[config.mk]
export PLATFORM = sky130hd
export DESIGN_NAME = cep_core_event_stage
export DESIGN_NICKNAME = d
export VERILOG_FILES = /design/src/rtl/cep_edge_latch.v /design/src/rtl/cep_core_event_stage.v
export VERILOG_INCLUDE_DIRS = /design/src /design/src/rtl
export SDC_FILE = /design/constraint.sdc
export NUM_CORES = 1
export LEC_CHECK = 0
export BUFFER_PORTS_ARGS = -buffer_cell sky130_fd_sc_hd__buf_4
export CORE_ASPECT_RATIO = 1.4
export CORE_MARGIN = 1
export CORE_UTILIZATION = 32
export DETAILED_ROUTE_END_ITERATION = 8
export PLACE_DENSITY_LB_ADDON = 0.1
export SLEW_MARGIN = 20
export SYNTH_ARGS = -nofsm -noshare
export SYNTH_HDL_FRONTEND = slang
export SYNTH_SLANG_ARGS = --single-unit
[constraint.sdc]
create_clock -name clk -period 5.45 [get_ports clk]
set_clock_uncertainty 0.2 [all_clocks]
set_input_delay 0.2725 -clock clk [delete_from_list [all_inputs] [get_ports clk]]
set_output_delay 0.2725 -clock clk [all_outputs]
set_load 0.03 [all_outputs]
[src/rtl/cep_defines.vh]
/*
  constants of the core event priority controller: ranks, widths, modes
  and timing counts. assumes a 250 MHz core clock.
*/
`ifndef CEP_DEFINES_VH
`define CEP_DEFINES_VH

`define CEP_NUM_EVT      16
`define CEP_RANK_W       4
`define CEP_RANK_EMU     4'h0
`define CEP_RANK_RST     4'h1
`define CEP_RANK_NMI     4'h2
`define CEP_RANK_EXC     4'h3
`define CEP_RANK_RSVD    4'h4
`define CEP_RANK_HWERR   4'h5
`define CEP_RANK_TMR     4'h6
`define CEP_RANK_GEN_LO  4'h7
`define CEP_NUM_GEN      9
`define CEP_RSVD_MASK    16'h0010
`define CEP_ENABLE_RST   16'h001f
`define CEP_MODE_USER    2'h0
`define CEP_MODE_SUPV    2'h1
`define CEP_MODE_EMUL    2'h2
`define CEP_EDGE_CYCLES  2

`endif

[src/rtl/cep_edge_latch.v]
/*
  rising edge detector for one event input, with a two flop synchroniser.
  assumes the input may come from any domain; detection takes three cycles.
*/
`timescale 1ns/10ps
module cep_edge_latch (
  // clock and reset
  input  wire clk,
  input  wire sys_rst,
  // event input
  input  wire eventIn,
  // one cycle pulse on a detected rising edge
  output reg  risePulse
);
  reg syncA_reg;
  reg syncB_reg;
  reg prev_reg;

  always @(posedge clk) begin
    if (sys_rst) begin
      syncA_reg <= 1'b0;
      syncB_reg <= 1'b0;
      prev_reg  <= 1'b0;
      risePulse <= 1'b0;
    end else begin
      syncA_reg <= eventIn;
      syncB_reg <= syncA_reg;
      prev_reg  <= syncB_reg;
      risePulse <= syncB_reg & ~prev_reg;
    end
  end
endmodule // cep_edge_latch

[src/rtl/cep_core_event_stage.v]
/*
  core event stage: latches events, masks them, tracks nesting in the
  active register and dispatches the highest ranked one to the sequencer.
  assumes the sequencer answers each dispatch with an entry acknowledge
  and a resume address, and signals return from event with its rank.
*/
`timescale 1ns/10ps
`include "cep_defines.vh"

module cep_core_event_stage (
  // clock and reset
  input  wire        clk,
  input  wire        sys_rst,
  // event sources
  input  wire        emuReq,
  input  wire        rstReq,
  input  wire        wdogExpire,
  input  wire        nmiPin,
  input  wire        swNmi,
  input  wire        excMisalign,
  input  wire        excUndefOp,
  input  wire        hwErrIn,
  input  wire        coreTimerIn,
  input  wire [8:0]  generalLevelIn,
  input  wire [8:0]  swIntRaise,
  // sequencer handshake
  input  wire        entryAck,
  input  wire [31:0] resumePc,
  input  wire        returnValid,
  input  wire [3:0]  returnRank,
  // software access to latch and enable
  input  wire        accessReq,
  input  wire        enableWrite,
  input  wire [15:0] enableWData,
  input  wire        latchWrite,
  input  wire [15:0] latchWData,
  // outputs
  output reg         dispatchValid,
  output reg  [3:0]  dispatchRank,
  output reg  [15:0] eventLatch,
  output reg  [15:0] eventEnable,
  output reg  [15:0] eventActive,
  output reg  [1:0]  procMode,
  output reg         coreResetOut,
  output reg         accessDenied,
  output reg  [31:0] retEmu,
  output reg  [31:0] retNmi,
  output reg  [31:0] retExc,
  output reg  [31:0] retInt
);
  wire [8:0]  genRise;
  reg  [15:0] riseVec;
  reg  [15:0] levelReg;
  reg  [15:0] levelPrev;
  reg  [15:0] latch_next;
  reg  [15:0] active_next;
  reg  [15:0] candVec;
  reg  [3:0]  pickRank;
  reg         pickValid;
  reg  [1:0]  mode_next;
  reg  [4:0]  activeLow;
  wire        privileged;
  wire        entryTaken;
  wire        stageClear;

  function [4:0] lowest_set;  // {found, rank}
    input [15:0] vec;
    integer i;
    begin
      lowest_set = 5'h00;
      for (i = 15; i >= 0; i = i - 1)
        if (vec[i])
          lowest_set = {1'b1, i[3:0]};
    end
  endfunction

  // general levels may come from another domain, so each passes a synchroniser
  genvar g;
  generate
    for (g = 0; g < 9; g = g + 1) begin : genEdge
      cep_edge_latch uEdge (
        .clk      (clk),
        .sys_rst  (sys_rst),
        .eventIn  (generalLevelIn[g]),
        .risePulse(genRise[g])
      );
    end
  endgenerate

  // internal sources arrive on clk, so their edges are found directly
  always @(posedge clk) begin
    if (sys_rst) begin
      levelReg  <= 16'h0000;
      levelPrev <= 16'h0000;
    end else begin
      levelReg  <= {swIntRaise[8:7], 7'h00, coreTimerIn, hwErrIn, 1'b0,
                    excMisalign | excUndefOp, wdogExpire | nmiPin | swNmi,
                    rstReq, emuReq};
      levelPrev <= levelReg;
    end
  end

  always @* begin
    riseVec = (levelReg & ~levelPrev) | {genRise, 7'h00};
    // the reserved rank can never latch, whatever the inputs do
    riseVec = riseVec & ~`CEP_RSVD_MASK;
  end

  assign privileged = (procMode != `CEP_MODE_USER);
  assign entryTaken = dispatchValid && entryAck;
  // a reset class entry clears the stage as the reset input does, except levelReg, levelPrev and the edge latches, and it sets coreResetOut
  assign stageClear = sys_rst || (entryTaken && dispatchRank == `CEP_RANK_RST);

  always @* begin
    // lowest active rank blocks itself and all below
    // ranks zero to two ignore the enable bits: they are nonmaskable
    candVec = eventLatch & (eventEnable | 16'h0007);
    {pickValid, pickRank} = lowest_set(candVec & ~`CEP_RSVD_MASK);
    activeLow = lowest_set(eventActive);
    if (pickValid && activeLow[4] && pickRank >= activeLow[3:0])
      pickValid = 1'b0;
  end

  // a latch write may only touch bits whose enable is clear
  always @* begin
    latch_next  = eventLatch;
    active_next = eventActive;
    mode_next   = procMode;
    if (latchWrite && privileged)
      latch_next = (latchWData & ~eventEnable) | (eventLatch & eventEnable);
    if (returnValid) begin
      active_next[returnRank] = 1'b0;
      if (returnRank == `CEP_RANK_EMU)
        mode_next = `CEP_MODE_SUPV;
      // leaving the last handler drops back to user mode
      else if ((eventActive & ~(16'h0001 << returnRank)) == 16'h0000)
        mode_next = `CEP_MODE_USER;
    end
    if (entryTaken) begin
      active_next[dispatchRank] = 1'b1;
      latch_next[dispatchRank]  = 1'b0;
      if (dispatchRank == `CEP_RANK_EMU)
        mode_next = `CEP_MODE_EMUL;
      else if (mode_next == `CEP_MODE_USER)
        mode_next = `CEP_MODE_SUPV;
    end
    // set wins: a fresh edge survives the clear of its own entry
    latch_next = latch_next | riseVec;
    latch_next = latch_next & ~`CEP_RSVD_MASK;
  end

  always @(posedge clk) begin
    if (stageClear) begin
      eventLatch    <= 16'h0000;
      eventActive   <= 16'h0000;
      procMode      <= `CEP_MODE_SUPV;
      dispatchValid <= 1'b0;
      dispatchRank  <= 4'h0;
      coreResetOut  <= ~sys_rst;
    end else begin
      eventLatch    <= latch_next;
      eventActive   <= active_next;
      procMode      <= mode_next;
      coreResetOut  <= 1'b0;
      // the offer drops on acceptance so one edge makes one entry
      // registering it costs a cycle but keeps the output glitch free
      dispatchValid <= pickValid && !entryTaken;
      dispatchRank  <= pickRank;
    end
  end

  // software access runs apart so a refused write still reports itself
  always @(posedge clk) begin
    if (stageClear) begin
      eventEnable  <= `CEP_ENABLE_RST;
      accessDenied <= 1'b0;
    end else begin
      accessDenied <= accessReq && !privileged;
      if (enableWrite && privileged)
        eventEnable <= enableWData & ~`CEP_RSVD_MASK;
    end
  end

  // one return address per class; ranks five and up share one register
  always @(posedge clk) begin
    if (stageClear) begin
      retEmu <= 32'h00000000;
      retNmi <= 32'h00000000;
      retExc <= 32'h00000000;
      retInt <= 32'h00000000;
    end else if (entryTaken) begin
      case (dispatchRank)
        `CEP_RANK_EMU: retEmu <= resumePc;
        `CEP_RANK_NMI: retNmi <= resumePc;
        `CEP_RANK_EXC: retExc <= resumePc;
        default:       retInt <= resumePc;
      endcase
    end
  end
endmodule // cep_core_event_stage

### Word level (Yosys, flattened, before mapping)

Cells that the tools add are included.

| operators by class | value |
|---|---|
| multiplexer cells | 46 |
| bitwise logic cells | 39 |
| reductions and logical operators | 23 |
| eq/ne operators | 3 |
| magnitude comparators | 5 |
| shift-type cells | 1 |

Operators with widths:

| kind | count |
|---|---|
| 5-bit two-way mux | 31 |
| 16-bit AND | 7 |
| 16-bit inverter | 5 |
| 16-bit two-way mux | 4 |
| 16-bit OR | 4 |
| 16-bit zero test | 1 |
| 1-bit by 4-bit left shift with 16-bit output (first input constant) | 1 |
| 2-bit two-way mux | 6 |
| 1-bit inverter | 11 |
| 1-bit logical AND | 10 |
| 4-bit by 5-bit less-than comparator with 1-bit output (second input constant) | 2 |
| 1-bit AND | 9 |
| 1-bit demux with 4-bit select | 2 |
| 4-bit by 2-bit == test with 1-bit output (second input constant) | 2 |
| 4-bit by 1-bit >= comparator with 1-bit output (second input constant) | 2 |
| 4-bit zero test | 2 |
| 2-bit AND reduction | 4 |
| 4-bit by 1-bit == test with 1-bit output (second input constant) | 1 |
| 4-bit >= comparator | 1 |
| 1-bit two-way mux | 3 |
| 1-bit OR | 3 |
| 3-bit OR reduction | 1 |
| 1-bit zero test | 2 |
| 2-bit zero test | 1 |
| 2 further kinds | 2 |

| word-level totals | value |
|---|---|
| register bits | 253 |
| input bits | 102 |
| logic and storage cells | 169 |
| output and inout bits | 185 |

### Longest topological paths before layout

| logic depth | value |
|---|---|
| word-level depth | 20 |
| depth in mapped cells | 13 |

### By module

Synthesis repeated with hierarchy kept, for this count alone.

| second synthesis, totals | value |
|---|---|
| cell total of the unflattened synthesis | 1047 |
| area, all modules | 8765.9 µm² |

By module, submodules not included:

| module | area an instance (µm²) | sequential area each (µm²) | cells each | instances |
|---|---|---|---|---|
| cep_core_event_stage | 7763.7 | 4003.8 | 975 | 1 |
| cep_edge_latch | 111.4 | 80.1 | 8 | 9 |

### Worst setup path after synthesis

No wires, ideal clock.

| path | value |
|---|---|
| kind | register -> register |
| from | reg eventEnable[15] |
| to | reg dispatchValid |
| path buffers | 0 |
| arrival time | 2.490 ns |
| stages on the path, launching flop included | 13 |
| period minus slack after synthesis | 2.782 ns |
| setup slack | 2.668 ns |
| library setup time | 0.092 ns |
| path through | dfxtp_1 a32o_1 a22oi_1 o21ai_0 a21oi_1 or3_1 ha_1 nand2b_1 a21o_1 a21o_1 a21oi_1 a41oi_1 nor4_1 |

| between the ends | value |
|---|---|
| word-level cells in the longest chain between the ends | 20 |
| elaborated cells between the ends (all ways) | 21 |
| classes of those cells | 1 x order compare; 16 x mux; 1 x bitwise; 3 x reduce/logical |

RTL lines:

| item | RTL line | text |
|---|---|---|
| from (decl) | cep_core_event_stage.v:41 | `output reg [15:0] eventEnable,` |
| from (signal assigned) | cep_core_event_stage.v:175 | `` eventEnable <= `CEP_ENABLE_RST; `` |
| from (signal assigned) | cep_core_event_stage.v:180 | `` eventEnable <= enableWData & ~`CEP_RSVD_MASK; `` |
| 16-bit AND (*) | cep_core_event_stage.v:117 | `candVec = eventLatch & (eventEnable \| 16'h0007);` |
| 5-bit two-way mux (*) (15 in series) | cep_core_event_stage.v:72 | `if (vec[i])` |
| 4-bit >= comparator / 1-bit logical AND (equally long branches) | cep_core_event_stage.v:120 | `if (pickValid && activeLow[4] && pickRank >= activeLow[3:0])` |
| 1-bit logical AND | cep_core_event_stage.v:120 |  |
| 1-bit two-way mux (*) | cep_core_event_stage.v:120 |  |
| 1-bit logical AND (*) | cep_core_event_stage.v:167 | `dispatchValid <= pickValid && !entryTaken;` |
| to (signal assigned) | cep_core_event_stage.v:167 |  |
| to (decl) | cep_core_event_stage.v:38 | `output reg dispatchValid,` |

Every way passes the cells marked *; elsewhere a longest branch is shown, timed or not.
A chain may end at the register's enable or synchronous reset.

### Worst setup path in the final report

| path | value |
|---|---|
| from | reg eventActive[15] |
| to | reg dispatchValid |

| between the ends | value |
|---|---|
| word-level cells in the longest chain between the ends | 20 |
| elaborated cells between the ends (all ways) | 21 |
| classes of those cells | 1 x order compare; 17 x mux; 3 x reduce/logical |

RTL lines:

| item | RTL line | text |
|---|---|---|
| from (decl) | cep_core_event_stage.v:42 | `output reg [15:0] eventActive,` |
| from (signal assigned) | cep_core_event_stage.v:162 | `eventActive <= active_next;` |
| 5-bit two-way mux (*) (16 in series) | cep_core_event_stage.v:72 |  |
| 4-bit >= comparator / 1-bit logical AND (equally long branches) | cep_core_event_stage.v:120 |  |
| 1-bit logical AND (*) | cep_core_event_stage.v:120 |  |
| 1-bit two-way mux (*) | cep_core_event_stage.v:120 |  |
| 1-bit logical AND (*) | cep_core_event_stage.v:167 |  |

Marks and branches as above.

==> flow_summary.ini <==
[clock_tree]
htree_num_levels = 1
cts_root_buf = clkbuf_16
cts-buffers-inserted = 25
path_clk_slew_ps = 60
holdBufCountCts = 83
postCtsSetupBuffers = 0
cts.sinks = 236
cts_buffer_depth = 3
cts_tree = yes
insertion_delay_ps = 510
cts_resized = 0

[timing]
slew-limit-headroom_pct = 27.7
setup_viol = 0
fin_crit_sh_pct = 55.0
tns_ps = 0
rsz0062_at_grt = no
worst_slew_pin_slew_ps = 1080
maxSlewViolCount = 0
period_minus_slack_ps = 3000
fmax_ghz = 0.333
hold_viol_final = 0

[worst_setup_path]
path_delay_family = compound AO/OA/AOI/OAI gates
cp_num_buf_inv = 0
regToRegEndpoint = dispatchValid$_SDFF_PP0_
cp.arrival_ps = 3210
crit_path_top_delay_cell = dfxtp_1
cp.required_ps = 5660
worstRegToRegCells = 13
worstReg2RegStart = eventActive[15]$_SDFF_PP0_
rrSetupSlack_ps = 2450
cp-end-kind = flip-flop
slowest_delay_ps = 480
startpoint_type = flip-flop
worstSetupPathType = flip-flop to flip-flop
cp_max_fo = 7
critical_path_depth = 13
path_cells = nor2b_1 > o21bai_1 > a21oi_1 > o21ai_0 > a2111o_1 > nand2_1 > ha_1 > nand2b_1 > a21o_1 > a21o_1 > a21oi_1 > a41oi_1 > nor4_1

[placed_design]
placed_cells = 1642
dp_hpwl_um = 19400
io_buffers = 276
gp_congestion = 0.833

[synthesis]
synth_ff_type = dfxtp_1
synthCells = 1057
avgSynthCellArea_um2 = 8.18
syn_nets = 1163
yosys_warnings = 0
async_reset_ff_share_pct = 0
syn-cell-area_mm2 = 0.00865
synth_seq_area_share_pct = 54.6
synth-edff-count = 0
synth_seq_cells = 236
synth_cell_types = 49

[power_and_ir_drop]
ir_drop_v = 0.000271
p_per_area_mw_per_mm2 = 335
power.leakage_nw = 5.22

[run]
cap_violations = 0

[floorplan]
pin_count = 287
die_y_um = 196
core_mm2 = 0.0264
rows = 70
die_width_um = 141
die_area_mm2 = 0.0277
initial_core_util_pct = 32.8

[drt]
wirelength_um = 29300
drtPass1Iterations = 4
drcViolationCount = 0
detail-route-antenna-nets = 0
viasPerCell = 4.70
vias = 8315
first_iter_violations = 346
wire_per_inst_um = 16.5

[final_layout]
antenna_cells = 0
layout-drive-gt1-share_pct = 24.3
area_growth_pct = 47.0
finalNonFillerCells = 1770
fin_nets = 1499

[grt]
grt_max_degree = 90
grt_usage_pct = 20.8
antenna_found_initial = 0
grt_overflow = 0
grt_pass1_vias = 7972
grt_pass1_wl_um = 45100

[worst_hold_path]
hold_path_end = levelReg[2]$_SDFF_PP0_
hp-start = sys_rst
hold_path_class = input pin to flip-flop
hold_depth = 2

[status]
outcome = completed
-- layer usage --
layer	GRT usage (%)	part of all wire (%)	wire [um]	up-vias
met2	38.1	52	15100	259
met3	4.23	6.1	1770	36
met5	0	0	0	-
met1	24.2	40	11700	3868
met4	5.76	2.2	643	0
li1	-	-	-	4152
-- how the worst max path moves through the flow --
stage	start	to	slack, ps
2_1_floorplan	eventEnable[15]$_SDFFE_PP0P_	dispatchValid$_SDFF_PP0_	2670
3_3_place_gp	entryAck	eventActive[1]$_SDFF_PP0_	2360
3_5_place_dp	dispatchValid$_SDFF_PP0_	retNmi[3]$_SDFFE_PP0P_	2340
4_1_cts	entryAck	retNmi[3]$_SDFFE_PP0P_	2310
5_1_grt	eventActive[15]$_SDFF_PP0_	dispatchValid$_SDFF_PP0_	2220
6_report	eventActive[15]$_SDFF_PP0_	dispatchValid$_SDFF_PP0_	2450
-- through the flow --
step           power, mW  util (%)  hold slack, ps  cell area (um^2)  setup slack [ps]
6_report            4.26      48.2            1.71             12700              2450
5_1_grt             4.46      48.2            21.4             12700              2220
4_1_cts             4.32      48.1            3.12             12700              2310
3_5_place_dp        2.52      41.8             174             11000              2340
3_3_place_gp        2.52      41.8             171             11000              2360
2_1_floorplan       2.26         -             167              8650              2670
-- cells by family after synthesis --
logic type                 count (synthesis)  synth area share (%)
buffers and inverters                     65                  3.17
adders and majority gates                  4                 0.579
DFF                                      236                  54.6
muxes                                     12                  1.53
AOI/OAI and AO/OA                        244                  15.3
and+or+nand+nor                          495                  24.7
other                                      1                0.0434
-- synthesized netlist by cell type, types with 2 or more instances --
cell / count / area share [%]
inv_1: 7 / 0.30
o22ai_1: 3 / 0.22
buf_1: 3 / 0.13
mux2_2: 10 / 1.3
o21ai_1: 3 / 0.17
clkbuf_1: 33 / 1.4
nor2b_1: 59 / 4.3
o32a_1: 3 / 0.35
nand2b_1: 7 / 0.51
o21a_1: 4 / 0.35
a41oi_1: 2 / 0.20
mux2i_1: 2 / 0.23
a221oi_1: 2 / 0.20
a22oi_1: 3 / 0.26
nor2_1: 55 / 2.4
or3_1: 2 / 0.14
nor4_1: 4 / 0.29
dfxtp_1: 236 / 55
a21o_1: 2 / 0.17
a21oi_1: 180 / 10
o21bai_1: 3 / 0.26
nand3_1: 12 / 0.69
o21ai_0: 26 / 1.5
a31oi_1: 4 / 0.29
nand2_1: 330 / 14
ha_1: 4 / 0.58
or2_2: 2 / 0.14
o31ai_1: 2 / 0.17
nor3_1: 3 / 0.17
and2_1: 9 / 0.65
and3_1: 4 / 0.29
buf_2: 20 / 1.2
nand4b_1: 2 / 0.20
-- final cells by class --
type,count,area [um^2]
sequential,236,4720
inverter,7,26.3
timing repair buffer,367,3000
fill,2559,13700
multi-input combinational,756,3680
clock inverter,10,129
tap,360,450
clock buffer,34,709
-- cells in the final DEF (no fill, tap or decap), types with 12 or more instances in the layout --
cell type | Yosys | final
o21ai_0 | 26 | 26
nor2b_1 | 59 | 59
nor2_1 | 55 | 54
clkbuf_16 | 0 | 25
nand3_1 | 12 | 12
buf_4 | 1 | 282
nand2_1 | 330 | 330
dlygate4sd3_1 | 0 | 83
a21oi_1 | 180 | 180
dfxtp_1 | 236 | 236
-- power breakdown --
part	internal (mW)	switching, mW	total [mW]	leakage [nW]
logic	0.270	0.393	0.663	2.88
registers	1.81	0.0636	1.87	1.92
clock network	1.05	0.677	1.73	0.419
total	3.13	1.13	4.26	5.22
Note: power is estimated with default switching activity, not from simulation.
